**config.mk**
```make
export PLATFORM = sky130hd
export DESIGN_NAME = dsac_chan
export DESIGN_NICKNAME = d
export VERILOG_FILES = /design/src/include/dsac_pkg.sv /design/src/logic/dsac_res_mem.sv /design/src/logic/dsac_chan.sv
export VERILOG_INCLUDE_DIRS = /design/src /design/src/include
export SDC_FILE = /design/constraint.sdc
export NUM_CORES = 1
export LEC_CHECK = 0
export ABC_AREA = 1
export ABC_CLOCK_PERIOD_IN_PS = 11780
export CAP_MARGIN = 25
export CORE_MARGIN = 3
export CORE_UTILIZATION = 35
export CTS_CLUSTER_DIAMETER = 50
export CTS_CLUSTER_SIZE = 8
export DETAILED_ROUTE_END_ITERATION = 12
export DONT_BUFFER_PORTS = 1
export PLACE_DENSITY = 0.58
export SYNTH_ARGS = -nofsm -noshare
export SYNTH_HDL_FRONTEND = slang
export SYNTH_SLANG_ARGS = --single-unit
```
**constraint.sdc**
```tcl
create_clock -name i_ref_clk -period 11.78 [get_ports i_ref_clk]
set_clock_uncertainty 0.05 [all_clocks]
set_input_delay 0.589 -clock i_ref_clk [delete_from_list [all_inputs] [get_ports i_ref_clk]]
set_output_delay 0.589 -clock i_ref_clk [all_outputs]
set_load 0.02 [all_outputs]
```
**src/include/dsac_cfg.svh**
```systemverilog
// Register indexes, field positions, reset values and constants of the DMA channel control.
// Assumes a word-addressed Avalon-MM slave port with a 4-bit address.
`ifndef DSAC_CFG_SVH
`define DSAC_CFG_SVH
`define DSAC_IDX_CTRL    4'h0
`define DSAC_IDX_CMD     4'h1
`define DSAC_IDX_SRC     4'h2
`define DSAC_IDX_DST     4'h3
`define DSAC_IDX_COUNT   4'h4
`define DSAC_IDX_PAT     4'h5
`define DSAC_IDX_STAT    4'h6
`define DSAC_IDX_CRC     4'h7
`define DSAC_IDX_ISTAT   4'h8
`define DSAC_IDX_ICLR    4'h9
`define DSAC_IDX_IEN     4'ha
`define DSAC_IDX_RIDX    4'hb
`define DSAC_IDX_RDATA   4'hc
`define DSAC_IDX_RAPP    4'hd
`define DSAC_IDX_RCNT    4'he
`define DSAC_CTRL_MSB    3
`define DSAC_CTRL_CHAN   2
`define DSAC_CTRL_RST    4'h0
`define DSAC_CMD_FORCE   0
`define DSAC_CMD_ABORT   1
`define DSAC_IRQ_MSB     3
`define DSAC_IRQ_RST     4'h0
`define DSAC_CRC_POLY    16'h1021
`define DSAC_CRC_INIT    16'hffff
`define DSAC_WORD_STEP   32'h00000004
`define DSAC_RES_DEPTH   5'h10
`endif

```
**src/include/dsac_pkg.sv**
```systemverilog
// Types shared by the DMA channel control, the memory model and the bench.
// Assumes dsac_cfg.svh is included by the modules that use field positions.
package dsac_pkg;
  // Control register fields, bit 0 first from the right.
  typedef struct packed {
    logic pm;
    logic chan;
    logic susp;
    logic on;
  } dsac_ctrl_type;

  // System bus master request.
  typedef struct packed {
    logic        rd;
    logic        wr;
    logic [31:0] addr;
    logic [31:0] wdata;
  } dsac_mreq_type;

  // Word mover states.
  typedef enum logic [1:0] {ST_IDLE, ST_RD, ST_WR} dsac_state_type;
endpackage

```
**src/logic/dsac_res_mem.sv**
```systemverilog
// Result buffer memory: sixteen words, one write port, registered read.
// Assumes the reader ignores words above the fill count.
`timescale 1ns/1ps
module dsac_res_mem (
  // Clock and reset.
  input  wire logic        i_ref_clk,
  input  wire logic        i_rst,
  // Write port.
  input  wire logic        i_we,
  input  wire logic [3:0]  i_waddr,
  input  wire logic [31:0] i_wdata,
  // Read port.
  input  wire logic [3:0]  i_raddr,
  output logic      [31:0] o_rdata
);
  logic [31:0] mem [0:15];

  // Store a word on each write strobe.
  always_ff @(posedge i_ref_clk) begin
    if (i_we) begin
      mem[i_waddr] <= i_wdata;
    end
  end

  // Read data always come out of a register.
  always_ff @(posedge i_ref_clk) begin
    if (i_rst) begin
      o_rdata <= 32'h0;
    end else begin
      o_rdata <= mem[i_raddr];
    end
  end
endmodule // dsac_res_mem

```
**src/logic/dsac_chan.sv**
```systemverilog
// DMA channel control: one channel, Avalon-MM registers, word mover, CRC and result buffer.
// Assumes the trigger and the bus acknowledge come from logic on the same clock.
`timescale 1ns/1ps
`include "dsac_cfg.svh"
module dsac_chan import dsac_pkg::*; (
  // Clock and reset.
  input  wire logic        i_ref_clk,
  input  wire logic        i_rst,
  // Avalon-MM slave.
  input  wire logic [3:0]  i_avs_address,
  input  wire logic        i_avs_read,
  input  wire logic        i_avs_write,
  input  wire logic [31:0] i_avs_writedata,
  output logic      [31:0] o_avs_readdata,
  output logic             o_avs_waitrequest,
  // Peripheral trigger.
  input  wire logic        i_trig,
  // System bus master.
  output dsac_mreq_type    o_mreq,
  input  wire logic [31:0] i_mem_rdata,
  input  wire logic        i_mem_ack,
  // Interrupt.
  output logic             o_irq
);
  dsac_ctrl_type  ctrl_r;
  dsac_state_type st_r;
  logic [31:0] src_base_r, dst_base_r, src_ptr_r, dst_ptr_r, pattern_r, rd_mux;
  logic [7:0]  count_r, cell_r;
  logic [15:0] crc_r, word_crc;
  logic [`DSAC_IRQ_MSB:0] irq_stat_r, irq_en_r, irq_ev;
  logic [3:0]  res_idx_r;
  logic [4:0]  res_cnt_r;
  logic [31:0] mem_q, mem_wdata;
  logic        evt_r, wcommit, w_ctrl, w_cmd, force_cmd, abort_cmd, chan_off_wr;
  logic        run_ok, trig_ok, abandon, off_drop, svc_done, pm_hit, last, keep_ptrs;
  logic        hw_app, sw_app, res_full;

  // Address match used by every write strobe.
  function automatic logic hit(input logic [3:0] a, input logic [3:0] idx);
    return a == idx;
  endfunction

  // CRC-16 over one 32-bit word, most significant bit first.
  function automatic logic [15:0] crc_step(input logic [15:0] c, input logic [31:0] d);
    logic [15:0] r;
    r = c;
    for (int i = 31; i >= 0; i--) begin
      r = (r[15] ^ d[i]) ? ({r[14:0], 1'b0} ^ `DSAC_CRC_POLY) : {r[14:0], 1'b0};
    end
    return r;
  endfunction

  ////////////////////////////////////////////////////////////////////////////////
  // Bus slave: one wait cycle, then the access takes effect.
  assign wcommit   = i_avs_write && !o_avs_waitrequest;
  assign w_ctrl    = wcommit && hit(i_avs_address, `DSAC_IDX_CTRL);
  assign w_cmd     = wcommit && hit(i_avs_address, `DSAC_IDX_CMD);
  assign force_cmd = w_cmd && i_avs_writedata[`DSAC_CMD_FORCE];
  assign abort_cmd = w_cmd && i_avs_writedata[`DSAC_CMD_ABORT];
  assign chan_off_wr = w_ctrl && ctrl_r.chan && !i_avs_writedata[`DSAC_CTRL_CHAN];

  // Waitrequest drops for the single cycle in which the request is completed.
  always_ff @(posedge i_ref_clk) begin
    if (i_rst) begin
      o_avs_waitrequest <= 1'b1;
    end else begin
      o_avs_waitrequest <= !((i_avs_read || i_avs_write) && o_avs_waitrequest);
    end
  end

  // Read data are latched in the wait cycle and stand through the answer cycle.
  always_ff @(posedge i_ref_clk) begin
    if (i_rst) begin
      o_avs_readdata <= 32'h0;
    end else if (i_avs_read && o_avs_waitrequest) begin
      o_avs_readdata <= rd_mux;
    end
  end

  // Read decode; unmapped and write-only indexes read as zero.
  always_comb begin
    rd_mux = 32'h0;
    if (i_avs_address == `DSAC_IDX_CTRL) begin
      rd_mux = {28'h0, ctrl_r};
    end else if (i_avs_address == `DSAC_IDX_SRC) begin
      rd_mux = src_ptr_r;
    end else if (i_avs_address == `DSAC_IDX_DST) begin
      rd_mux = dst_ptr_r;
    end else if (i_avs_address == `DSAC_IDX_COUNT) begin
      rd_mux = {24'h0, count_r};
    end else if (i_avs_address == `DSAC_IDX_PAT) begin
      rd_mux = pattern_r;
    end else if (i_avs_address == `DSAC_IDX_STAT) begin
      rd_mux = {16'h0, cell_r, 6'h0, evt_r, st_r != ST_IDLE};
    end else if (i_avs_address == `DSAC_IDX_CRC) begin
      rd_mux = {16'h0, crc_r};
    end else if (i_avs_address == `DSAC_IDX_ISTAT) begin
      rd_mux = {28'h0, irq_stat_r};
    end else if (i_avs_address == `DSAC_IDX_IEN) begin
      rd_mux = {28'h0, irq_en_r};
    end else if (i_avs_address == `DSAC_IDX_RIDX) begin
      rd_mux = {28'h0, res_idx_r};
    end else if (i_avs_address == `DSAC_IDX_RDATA) begin
      rd_mux = ({1'b0, res_idx_r} < res_cnt_r) ? mem_q : 32'h0;
    end else if (i_avs_address == `DSAC_IDX_RCNT) begin
      rd_mux = {27'h0, res_cnt_r};
    end
  end

  // Software-written configuration.
  always_ff @(posedge i_ref_clk) begin
    if (i_rst) begin
      ctrl_r     <= dsac_ctrl_type'(`DSAC_CTRL_RST);
      src_base_r <= 32'h0;
      dst_base_r <= 32'h0;
      count_r    <= 8'h0;
      pattern_r  <= 32'h0;
      irq_en_r   <= `DSAC_IRQ_RST;
      res_idx_r  <= 4'h0;
    end else begin
      if (w_ctrl) ctrl_r <= dsac_ctrl_type'(i_avs_writedata[`DSAC_CTRL_MSB:0]);
      if (wcommit && hit(i_avs_address, `DSAC_IDX_SRC)) src_base_r <= i_avs_writedata;
      if (wcommit && hit(i_avs_address, `DSAC_IDX_DST)) dst_base_r <= i_avs_writedata;
      if (wcommit && hit(i_avs_address, `DSAC_IDX_COUNT)) count_r <= i_avs_writedata[7:0];
      if (wcommit && hit(i_avs_address, `DSAC_IDX_PAT)) pattern_r <= i_avs_writedata;
      if (wcommit && hit(i_avs_address, `DSAC_IDX_IEN)) begin
        irq_en_r <= i_avs_writedata[`DSAC_IRQ_MSB:0];
      end
      if (wcommit && hit(i_avs_address, `DSAC_IDX_RIDX)) res_idx_r <= i_avs_writedata[3:0];
    end
  end

  ////////////////////////////////////////////////////////////////////////////////
  // Channel event and word mover.
  assign run_ok   = ctrl_r.on && !ctrl_r.susp && ctrl_r.chan && (cell_r < count_r);
  assign trig_ok  = i_trig && ctrl_r.on && !ctrl_r.susp && ctrl_r.chan;
  assign off_drop = (st_r != ST_IDLE) && !ctrl_r.on;
  assign abandon  = off_drop || ((st_r != ST_IDLE) && abort_cmd);
  assign svc_done = (st_r == ST_WR) && i_mem_ack && !abandon;
  assign pm_hit   = ctrl_r.pm && (o_mreq.wdata == pattern_r);
  assign last     = svc_done && ((8'(cell_r + 8'h01) == count_r) || pm_hit);
  assign word_crc = crc_step(crc_r, o_mreq.wdata);
  assign keep_ptrs = !ctrl_r.chan && (cell_r != 8'h0);

  // Pending event: a new trigger or force wins over any clear in the same cycle.
  always_ff @(posedge i_ref_clk) begin
    if (i_rst) begin
      evt_r <= 1'b0;
    end else if (trig_ok || force_cmd) begin
      evt_r <= 1'b1;
    end else if (abort_cmd) begin
      evt_r <= 1'b0;
    end else if (svc_done && !chan_off_wr) begin
      evt_r <= 1'b0;
    end
  end

  // Read a word at the source pointer, then write it at the destination pointer.
  always_ff @(posedge i_ref_clk) begin
    if (i_rst) begin
      st_r   <= ST_IDLE;
      o_mreq <= '0;
    end else begin
      case (st_r)
        ST_IDLE: begin
          if (evt_r && run_ok && !abort_cmd) begin
            o_mreq.rd   <= 1'b1;
            o_mreq.addr <= src_ptr_r;
            st_r        <= ST_RD;
          end
        end
        ST_RD: begin
          if (abandon) begin
            o_mreq.rd <= 1'b0;
            st_r      <= ST_IDLE;
          end else if (i_mem_ack) begin
            o_mreq.rd    <= 1'b0;
            o_mreq.wr    <= 1'b1;
            o_mreq.addr  <= dst_ptr_r;
            o_mreq.wdata <= i_mem_rdata;
            st_r         <= ST_WR;
          end
        end
        default: begin
          if (abandon || i_mem_ack) begin
            o_mreq.wr <= 1'b0;
            st_r      <= ST_IDLE;
          end
        end
      endcase
    end
  end

  // Pointers advance per word and return to the bases at block end or abort, except an abort with the channel bit clear partway through a block.
  always_ff @(posedge i_ref_clk) begin
    if (i_rst) begin
      src_ptr_r <= 32'h0;
      dst_ptr_r <= 32'h0;
      cell_r    <= 8'h0;
    end else if ((abort_cmd && !keep_ptrs) || last) begin
      src_ptr_r <= src_base_r;
      dst_ptr_r <= dst_base_r;
      cell_r    <= 8'h0;
    end else if (svc_done) begin
      src_ptr_r <= src_ptr_r + `DSAC_WORD_STEP;
      dst_ptr_r <= dst_ptr_r + `DSAC_WORD_STEP;
      cell_r    <= 8'(cell_r + 8'h01);
    end else if (wcommit && hit(i_avs_address, `DSAC_IDX_SRC)) begin
      src_ptr_r <= i_avs_writedata;
    end else if (wcommit && hit(i_avs_address, `DSAC_IDX_DST)) begin
      dst_ptr_r <= i_avs_writedata;
    end
  end

  // Running CRC over moved words, restarted per block.
  always_ff @(posedge i_ref_clk) begin
    if (i_rst) begin
      crc_r <= `DSAC_CRC_INIT;
    end else if (last || (abort_cmd && !keep_ptrs)) begin
      crc_r <= `DSAC_CRC_INIT;
    end else if (svc_done) begin
      crc_r <= word_crc;
    end
  end

  ////////////////////////////////////////////////////////////////////////////////
  // Result buffer; hardware append has priority over a software append.
  assign res_full  = (res_cnt_r == `DSAC_RES_DEPTH);
  assign hw_app    = last && !pm_hit && !res_full;
  assign sw_app    = wcommit && hit(i_avs_address, `DSAC_IDX_RAPP) && !hw_app && !res_full;
  assign mem_wdata = hw_app ? {16'h0, word_crc} : i_avs_writedata;

  // Fill count; a write to its index empties the buffer unless a hardware append lands in the same cycle.
  always_ff @(posedge i_ref_clk) begin
    if (i_rst) begin
      res_cnt_r <= 5'h0;
    end else if (hw_app || sw_app) begin
      res_cnt_r <= 5'(res_cnt_r + 5'h01);
    end else if (wcommit && hit(i_avs_address, `DSAC_IDX_RCNT)) begin
      res_cnt_r <= 5'h0;
    end
  end

  dsac_res_mem u_res_mem (
    .i_ref_clk (i_ref_clk),
    .i_rst     (i_rst),
    .i_we      (hw_app || sw_app),
    .i_waddr   (res_cnt_r[3:0]),
    .i_wdata   (mem_wdata),
    .i_raddr   (res_idx_r),
    .o_rdata   (mem_q)
  );

  ////////////////////////////////////////////////////////////////////////////////
  // Interrupt events: block done, match end, abort, dropped bus cycle.
  assign irq_ev = {off_drop, abort_cmd, last && pm_hit, last};

  // Sticky status; a new event wins over a clear in the same cycle.
  always_ff @(posedge i_ref_clk) begin
    if (i_rst) begin
      irq_stat_r <= `DSAC_IRQ_RST;
      o_irq      <= 1'b0;
    end else begin
      if (wcommit && hit(i_avs_address, `DSAC_IDX_ICLR)) begin
        irq_stat_r <= (irq_stat_r & ~i_avs_writedata[`DSAC_IRQ_MSB:0]) | irq_ev;
      end else begin
        irq_stat_r <= irq_stat_r | irq_ev;
      end
      o_irq <= |(irq_stat_r & irq_en_r);
    end
  end
endmodule // dsac_chan

```
==> results of run 1 <==
[logic make-up after synthesis]
kind of cell               after synthesis
AOI/OAI and AO/OA                     1083
xor gates and xnor gates               122
adders and majority gates               19
buffers and inverters                  549
DFF                                    860
muxes                                    1
and+or+nand+nor                       1590
[layout make-up]
type | count | area [sq um]
Multi-Input combinational cell | 2815 | 14300
Tap cell | 1476 | 1850
Sequential cell | 860 | 22400
Clock buffer | 181 | 3490
Fill cell | 10800 | 64700
Inverter | 294 | 1110
Clock inverter | 25 | 357
Antenna cell | 14 | 35.0
Timing Repair Buffer | 122 | 1120
[routing by layer]
layer | GRT usage (%) | vias to the layer above | share of wire, %
met3 | 4.46 | 314 | 7.5
li1 | - | 14700 | -
met5 | 0 | - | 0.012
met1 | 30.1 | 15500 | 41
met2 | 37.3 | 1454 | 46
met4 | 12.8 | 2 | 5.8
[Yosys cell counts, types with 19 or more instances]
library cell  instances  share of area [%]
nand2_1             750                7.3
nand2_2              21               0.34
inv_1               282                2.7
xor2_1               94                2.1
a22oi_1              19               0.37
nor2_1              538                5.2
edfxtp_1            512                 40
nand4_1              29               0.47
nand3_1             176                2.3
clkbuf_1            204                2.0
nor3_1               34               0.44
o211ai_1             48               0.93
buf_2                21               0.27
o21ai_0             448                5.8
dfxtp_1             348                 18
o22ai_1              76                1.2
a21oi_1             334                4.3
o221ai_1            118                2.7
ha_1                 19               0.61
xnor2_1              25               0.57
[repair_timing]
| action | in CTS | in global routing |
|---|---|---|
| hold endpoints to repair | 208 | 0 |
| resized for setup | 0 | 0 |
| hold buffers | 59 | 0 |
[how the worst min path moves through the flow]
stage / endpoint / depth (start not counted) / from / slack [ps]
after floorplan: irq_en_r[0] / 2 / irq_en_r[0] / 390
after global placement: src_base_r[15] / 2 / src_base_r[15] / 390
after detailed placement: src_base_r[15] / 2 / src_base_r[15] / 400
after CTS: o_mreq[12] / 2 / i_mem_rdata[12] / 4
after global routing: src_base_r[5] / 2 / i_avs_writedata[5] / 20
final: o_mreq[1] / 2 / i_mem_rdata[1] / 40
[flip-flops by register name (all words and copies together) (netlist names), 16 cells and up]
register           count
src_ptr_r             32
o_avs_readdata        32
o_mreq                66
u_res_mem.mem        512
u_res_mem.o_rdata     32
dst_ptr_r             32
src_base_r            32
crc_r                 16
pattern_r             32
dst_base_r            32
[power by group through the flow]
stage	Sequential [mW]	Clock, mW	Combinational, mW
4_1_cts	3.22	3.53	0.204
5_1_grt	3.21	3.66	0.225
2_1_floorplan	3.27	0	0.111
3_5_place_dp	3.27	0	0.166
3_3_place_gp	3.27	0	0.165
6_report	3.22	3.47	0.211
[worst max-delay path: stages (launching register included)]
cell and delay [ps]:
dfxtp_1 490, inv_2 60, nand2_2 190, nor2_2 200, inv_2 140, nor3_4 60, o21ai_2 140, nand2_1 80
inv_2 260, nand3_4 350, inv_2 110, buf_4 560, nand3b_4 230, nand3_4 320, buf_4 660, nor2_2 140
nand2_1 390, nand2_1 110, nor2_1 110, nor2_1 40
[through the flow]
stage                     utilization, %  power (mW)  area, sq um
final                               40.8        6.90        44600
after global routing                40.8        7.10        44600
after CTS                           40.7        6.95        44500
after detailed placement            36.6        3.44        40000
after global placement              36.6        3.44        40000
after floorplan                        -        3.38        38700
==> run_results.csv, run 1 <==
group,metric,value,unit
sta,setup-violations-final,0,
detailed_routing,route.vias.total,31900,
detailed_routing,totalWireLength,139000,microns
synthesis,ys.warnings.count,0,
power_and_ir_drop,power.internal,5.36,mW
clocking,clkSlewWorstSetupHoldPaths,50,ps
detailed_routing,drc_errors,0,
global_route,gr-usage-all-layers,23.4,%
place,dp_hpwl,86300,microns
floorplanning,fp.dieW,338,microns
sta,slew_headroom,25.2,%
sta,rsz0062_at_grt,"false",
synthesis,synth-main-ff-cell,"edfxtp_1",
global_route,grt_max_degree,150,
layout,layout-drive-gt1-share,7.21,%
synthesis,synthSimpleGateAreaFrac,17.0,%
setup_path,cp_max_fo,60,
sta,fin_crit_sh,42.1,%
setup_path,arrival,5530,ps
sta,drv_slew,0,
min_path,holdCritPathClass,"primary input to flip-flop",
setup_path,start_kind,"flip-flop",
setup_path,rr_startpoint,"o_avs_waitrequest",
global_route,grt_pass1_wl,201000,microns
floorplanning,core_region_area,109000,sq um
sta,worst_slew_pin_slew,1120,ps
synthesis,ys_seq_elements,860,
floorplanning,pin_count,174,
setup_path,crit_start,"o_avs_waitrequest",
synthesis,synthAdderAreaFrac,0.615,%
power_and_ir_drop,static-leakage-power,15.8,nW
global_route,antenna_found_initial,9,
layout,final_common_cell,"nand2_1",
detailed_routing,drt-pass1-iter-count,6,
layout,syn_to_final_growth,15.4,%
setup_path,rrSetupSlack,6820,ps
synthesis,ys_async_sr_fraction,0,%
sta,hold_viol_final,0,
clocking,clock_path_buffers,3,
global_route,overflow,0,
clocking,htreeDepth,4,
power_and_ir_drop,pwr-share-seq,46.6,%
power_and_ir_drop,peakVddDrop,0.145,mV
layout,mostFrequentLayoutCells,"748 x nand2_1, 517 x nor2_1, 512 x edfxtp_1",
sta,tns,0,ps
floorplanning,die_area,115000,sq um
synthesis,synth-compound-area-share,16.0,%
power_and_ir_drop,p_switching,1.54,mW
clocking,cts.sinks,860,
setup_path,end_kind,"flip-flop",
place,gp_congestion,0.979,
synthesis,synth_fp_nets,4317,
power_and_ir_drop,power_frac_clock,50.3,%
detailed_routing,drt-wirelength-per-cell,24.0,microns
setup_path,crit_end,"src_ptr_r[14]",
clocking,cts_made_buffers,131,
clocking,cts-root-buf,"clkbuf_16",
power_and_ir_drop,p_comb_share,3.1,%
synthesis,synth_edf_count,512,
synthesis,synth_area_per_cell,9.15,sq um
layout,final_nets,4317,
setup_path,rr_endpoint,"src_ptr_r[14]",
sta,timing.hold.ws,38.1,ps
place,dp.cells,5499,
power_and_ir_drop,p_per_area,155,nW/um^2
clocking,cts_setup_buffers,0,
status,status,"finished, final reports clean",
floorplanning,initial_utilization,35.4,%
place,place_ws,6890,ps
detailed_routing,ant_nets,0,
floorplanning,die_h,338,microns
sta,clock.fmax,0.202,GHz
detailed_routing,drt_iter0_markers,3230,
setup_path,crit_type,"flip-flop to flip-flop",
setup_path,required,12350,ps
place,numPortBuffers,0,
power_and_ir_drop,switching_share,22.3,%
synthesis,ys_types,62,
sta,finalWorstSetupSlack,6820,ps
sta,period_minus_slack,4960,ps
clocking,cts_tree,"yes",
floorplanning,rows,121,
synthesis,synth_seq_area_share,57.8,%
setup_path,worstRegToRegCells,19,
global_route,first_global_vias,29800,
synthesis,synth_xor_area_share,2.85,%
synthesis,synthMuxAreaShare,0.0259,%
flow_run,cap_violations,0,
layout,instances_no_fill,5787,
detailed_routing,viasPerCell,5.52,
synthesis,synth_top_family_by_area,"simple AND/OR/NAND/NOR gates",
synthesis,synth_area,38700,sq um
clocking,clock_latency,740,ps
synthesis,synth_cells,4224,
No activity file was read; power rests on OpenSTA's default activity.
==> inputs of run 2 (changes only) <==
- ABC_AREA: 1 -> 0
- ABC_CLOCK_PERIOD_IN_PS: 11780 -> 4200
- PLACE_DENSITY: 0.58 -> 0.6
- clock period: 11.78 -> 4.2 ns (I/O delays scaled with it)
==> run_results.csv, run 2 <==
group,metric,value,unit
sta,fin_crit_sh,97.3,%
clocking,cts_made_buffers,130,
global_route,grt_max_degree,244,
clocking,clkSlewWorstSetupHoldPaths,50,ps
layout,fill_cells,9558,
power_and_ir_drop,switching_share,22.1,%
synthesis,synth_most_common_cell,"edfxtp_1",
synthesis,synth_top_cells_by_count,"512 x edfxtp_1, 467 x nand2_1, 348 x dfxtp_1",
layout,largest_reg_flops,512,
floorplanning,die_area,110000,sq um
power_and_ir_drop,power.internal,14.9,mW
synthesis,synthTopCellsByArea,"edfxtp_1 41%, dfxtp_1 19%, mux4_2 9.7%",
detailed_routing,ant_nets,0,
place,place_ws,257,ps
sta,worst_slew_pin_slew,1130,ps
sta,period_minus_slack,4090,ps
sta,tns,0,ps
synthesis,synth_cells,3076,
setup_path,end_kind,"flip-flop",
layout,final_nets,3318,
setup_path,start_kind,"flip-flop",
synthesis,ys_async_sr_fraction,0,%
synthesis,ys.warnings.count,0,
clocking,cts.sinks,860,
synthesis,ys_seq_elements,860,
place,gp_congestion,0.954,
detailed_routing,totalWireLength,120000,microns
synthesis,yosysTopAreaCell,"edfxtp_1",
detailed_routing,drt-pass1-iter-count,9,
layout,final_cell_area,44600,sq um
layout,final_common_cell,"edfxtp_1",
layout,layout-drive-gt1-share,15.3,%
sta,timing.hold.ws,-10.7,ps
sta,finalWorstSetupSlack,114,ps
global_route,antenna_found_initial,4,
layout,largest_register,"u_res_mem.mem",
flow_run,cap_violations,0,
global_route,gr-usage-all-layers,21.4,%
layout,instances_no_fill,4667,
clocking,cts-root-buf,"clkbuf_16",
global_route,overflow,0,
clocking,clock_latency,740,ps
setup_path,arrival,4430,ps
floorplanning,die_h,332,microns
global_route,grt_pass1_wl,177000,microns
sta,clock.fmax,0.245,GHz
synthesis,synth-main-ff-cell,"edfxtp_1",
sta,slew_headroom,24.8,%
power_and_ir_drop,pwr-share-seq,47.1,%
status,status,"complete, but fails checks",
synthesis,synth_area,37200,sq um
global_route,first_global_vias,25400,
layout,mostFrequentLayoutCells,"512 x edfxtp_1, 465 x nand2_1, 344 x dfxtp_1",
detailed_routing,viasPerCell,5.68,
power_and_ir_drop,p_switching,4.24,mW
min_path,holdCritPathClass,"primary input to flip-flop",
clocking,htreeDepth,4,
layout,reg_top3,"u_res_mem.mem (512), o_mreq (66)",
synthesis,synth_fp_nets,3169,
floorplanning,core_region_area,105000,sq um
synthesis,synth_edf_count,512,
clocking,cts_tree,"yes",
power_and_ir_drop,static-leakage-power,14.4,nW
power_and_ir_drop,p_comb_share,2.9,%
clocking,clock_path_buffers,3,
power_and_ir_drop,total_power,19.2,mW
place,dp_hpwl,76100,microns
place,dp.cells,4334,
sta,rsz0062_at_grt,"true",
detailed_routing,route.vias.total,26500,
setup_path,crit_type,"flip-flop to flip-flop",
place,post_dp_cell_area,39300,sq um
floorplanning,rows,118,
synthesis,ys_types,71,
power_and_ir_drop,p_per_area,430,nW/um^2
floorplanning,initial_utilization,35.6,%
setup_path,cp_max_fo,32,
layout,final_core_util,42.7,%
detailed_routing,drc_errors,0,
synthesis,synth_seq_area_share,60.1,%
place,numPortBuffers,0,
sta,hold_viol_final,1,
detailed_routing,drt-wirelength-per-cell,25.8,microns
power_and_ir_drop,peakVddDrop,0.250,mV
layout,syn_to_final_growth,19.9,%
sta,drv_slew,0,
power_and_ir_drop,power_frac_clock,50.0,%
floorplanning,pin_count,174,
synthesis,yosysTopAreaCellShare,41.3,%
setup_path,required,4550,ps
synthesis,synth_area_per_cell,12.1,sq um
floorplanning,fp.dieW,332,microns
sta,setup-violations-final,0,
status,violations,"negative hold slack",
detailed_routing,drt_iter0_markers,3364,
run 2: cell type report:
class	count	area, sq um	area share, %
Clock inverter	25	409	0.917
Multi-Input combinational cell	1963	14100	31.6
Timing Repair Buffer	243	2500	5.60
Antenna cell	10	25.0	0.0561
Sequential cell	860	22400	50.1
Clock buffer	159	3390	7.61
Inverter	27	101	0.227
Tap cell	1380	1730	3.87
run 2: timing repair:
| action | in CTS | in global routing |
|---|---|---|
| buffers inserted | 0 | 4 |
| hold buffers | 128 | 1 |
| resized for setup | 0 | 5 |
| endpoints found under the hold margin | 740 | 8 |
| endpoints found under the setup margin | 0 | 115 |
run 2: cells by family after synthesis:
| family | Yosys count | synth area share (%) |
|---|---|---|
| DFF | 860 | 60.1 |
| adders and majority gates | 19 | 0.639 |
| AOI/OAI and AO/OA | 694 | 11.2 |
| xor gates and xnor gates | 152 | 4.30 |
| buffers and inverters | 254 | 2.59 |
| and+or+nand+nor | 904 | 10.6 |
| muxes | 193 | 10.6 |
run 2: final timing paths:
kind	depth (start not counted)	from	slack, ps	end
setup / recovery	11	cell_r[1]	110	u_res_mem.mem[1][20]
hold reg to reg	2	src_base_r[30]	400	src_base_r[30]
hold / removal	2	i_rst	-10	src_ptr_r[11]
setup reg to reg	11	cell_r[1]	110	u_res_mem.mem[1][20]
run 2: worst max-delay path, cell delays in order (launching register included):
cell      delay, ps
dfxtp_1         450
ha_2            260
nand3_1         150
or3b_2          510
a222oi_1        320
buf_4           180
nand4_1         200
nor3_2          230
o21bai_1        420
nand2_1         430
nor3_4          260
buf_12          260
run 2: layer usage:
metal	up-vias	part of all wire, %	wire, microns	global-route usage [%]
li1	11700	-	-	-
met1	13200	41	49200	29.0
met2	1330	45	54100	32.2
met3	295	8.9	10700	4.97
met4	0	5.3	6410	10.8
met5	-	0	0	0
run 2: power groups by stage:
| stage | Combinational [mW] | Clock, mW | Sequential [mW] |
|---|---|---|---|
| after detailed placement | 0.367 | 0 | 9.18 |
| after floorplan | 0.286 | 0 | 9.16 |
| after global routing | 0.594 | 10.1 | 9.01 |
| after CTS | 0.542 | 9.77 | 9.02 |
| after global placement | 0.356 | 0 | 9.18 |
| final | 0.564 | 9.59 | 9.02 |
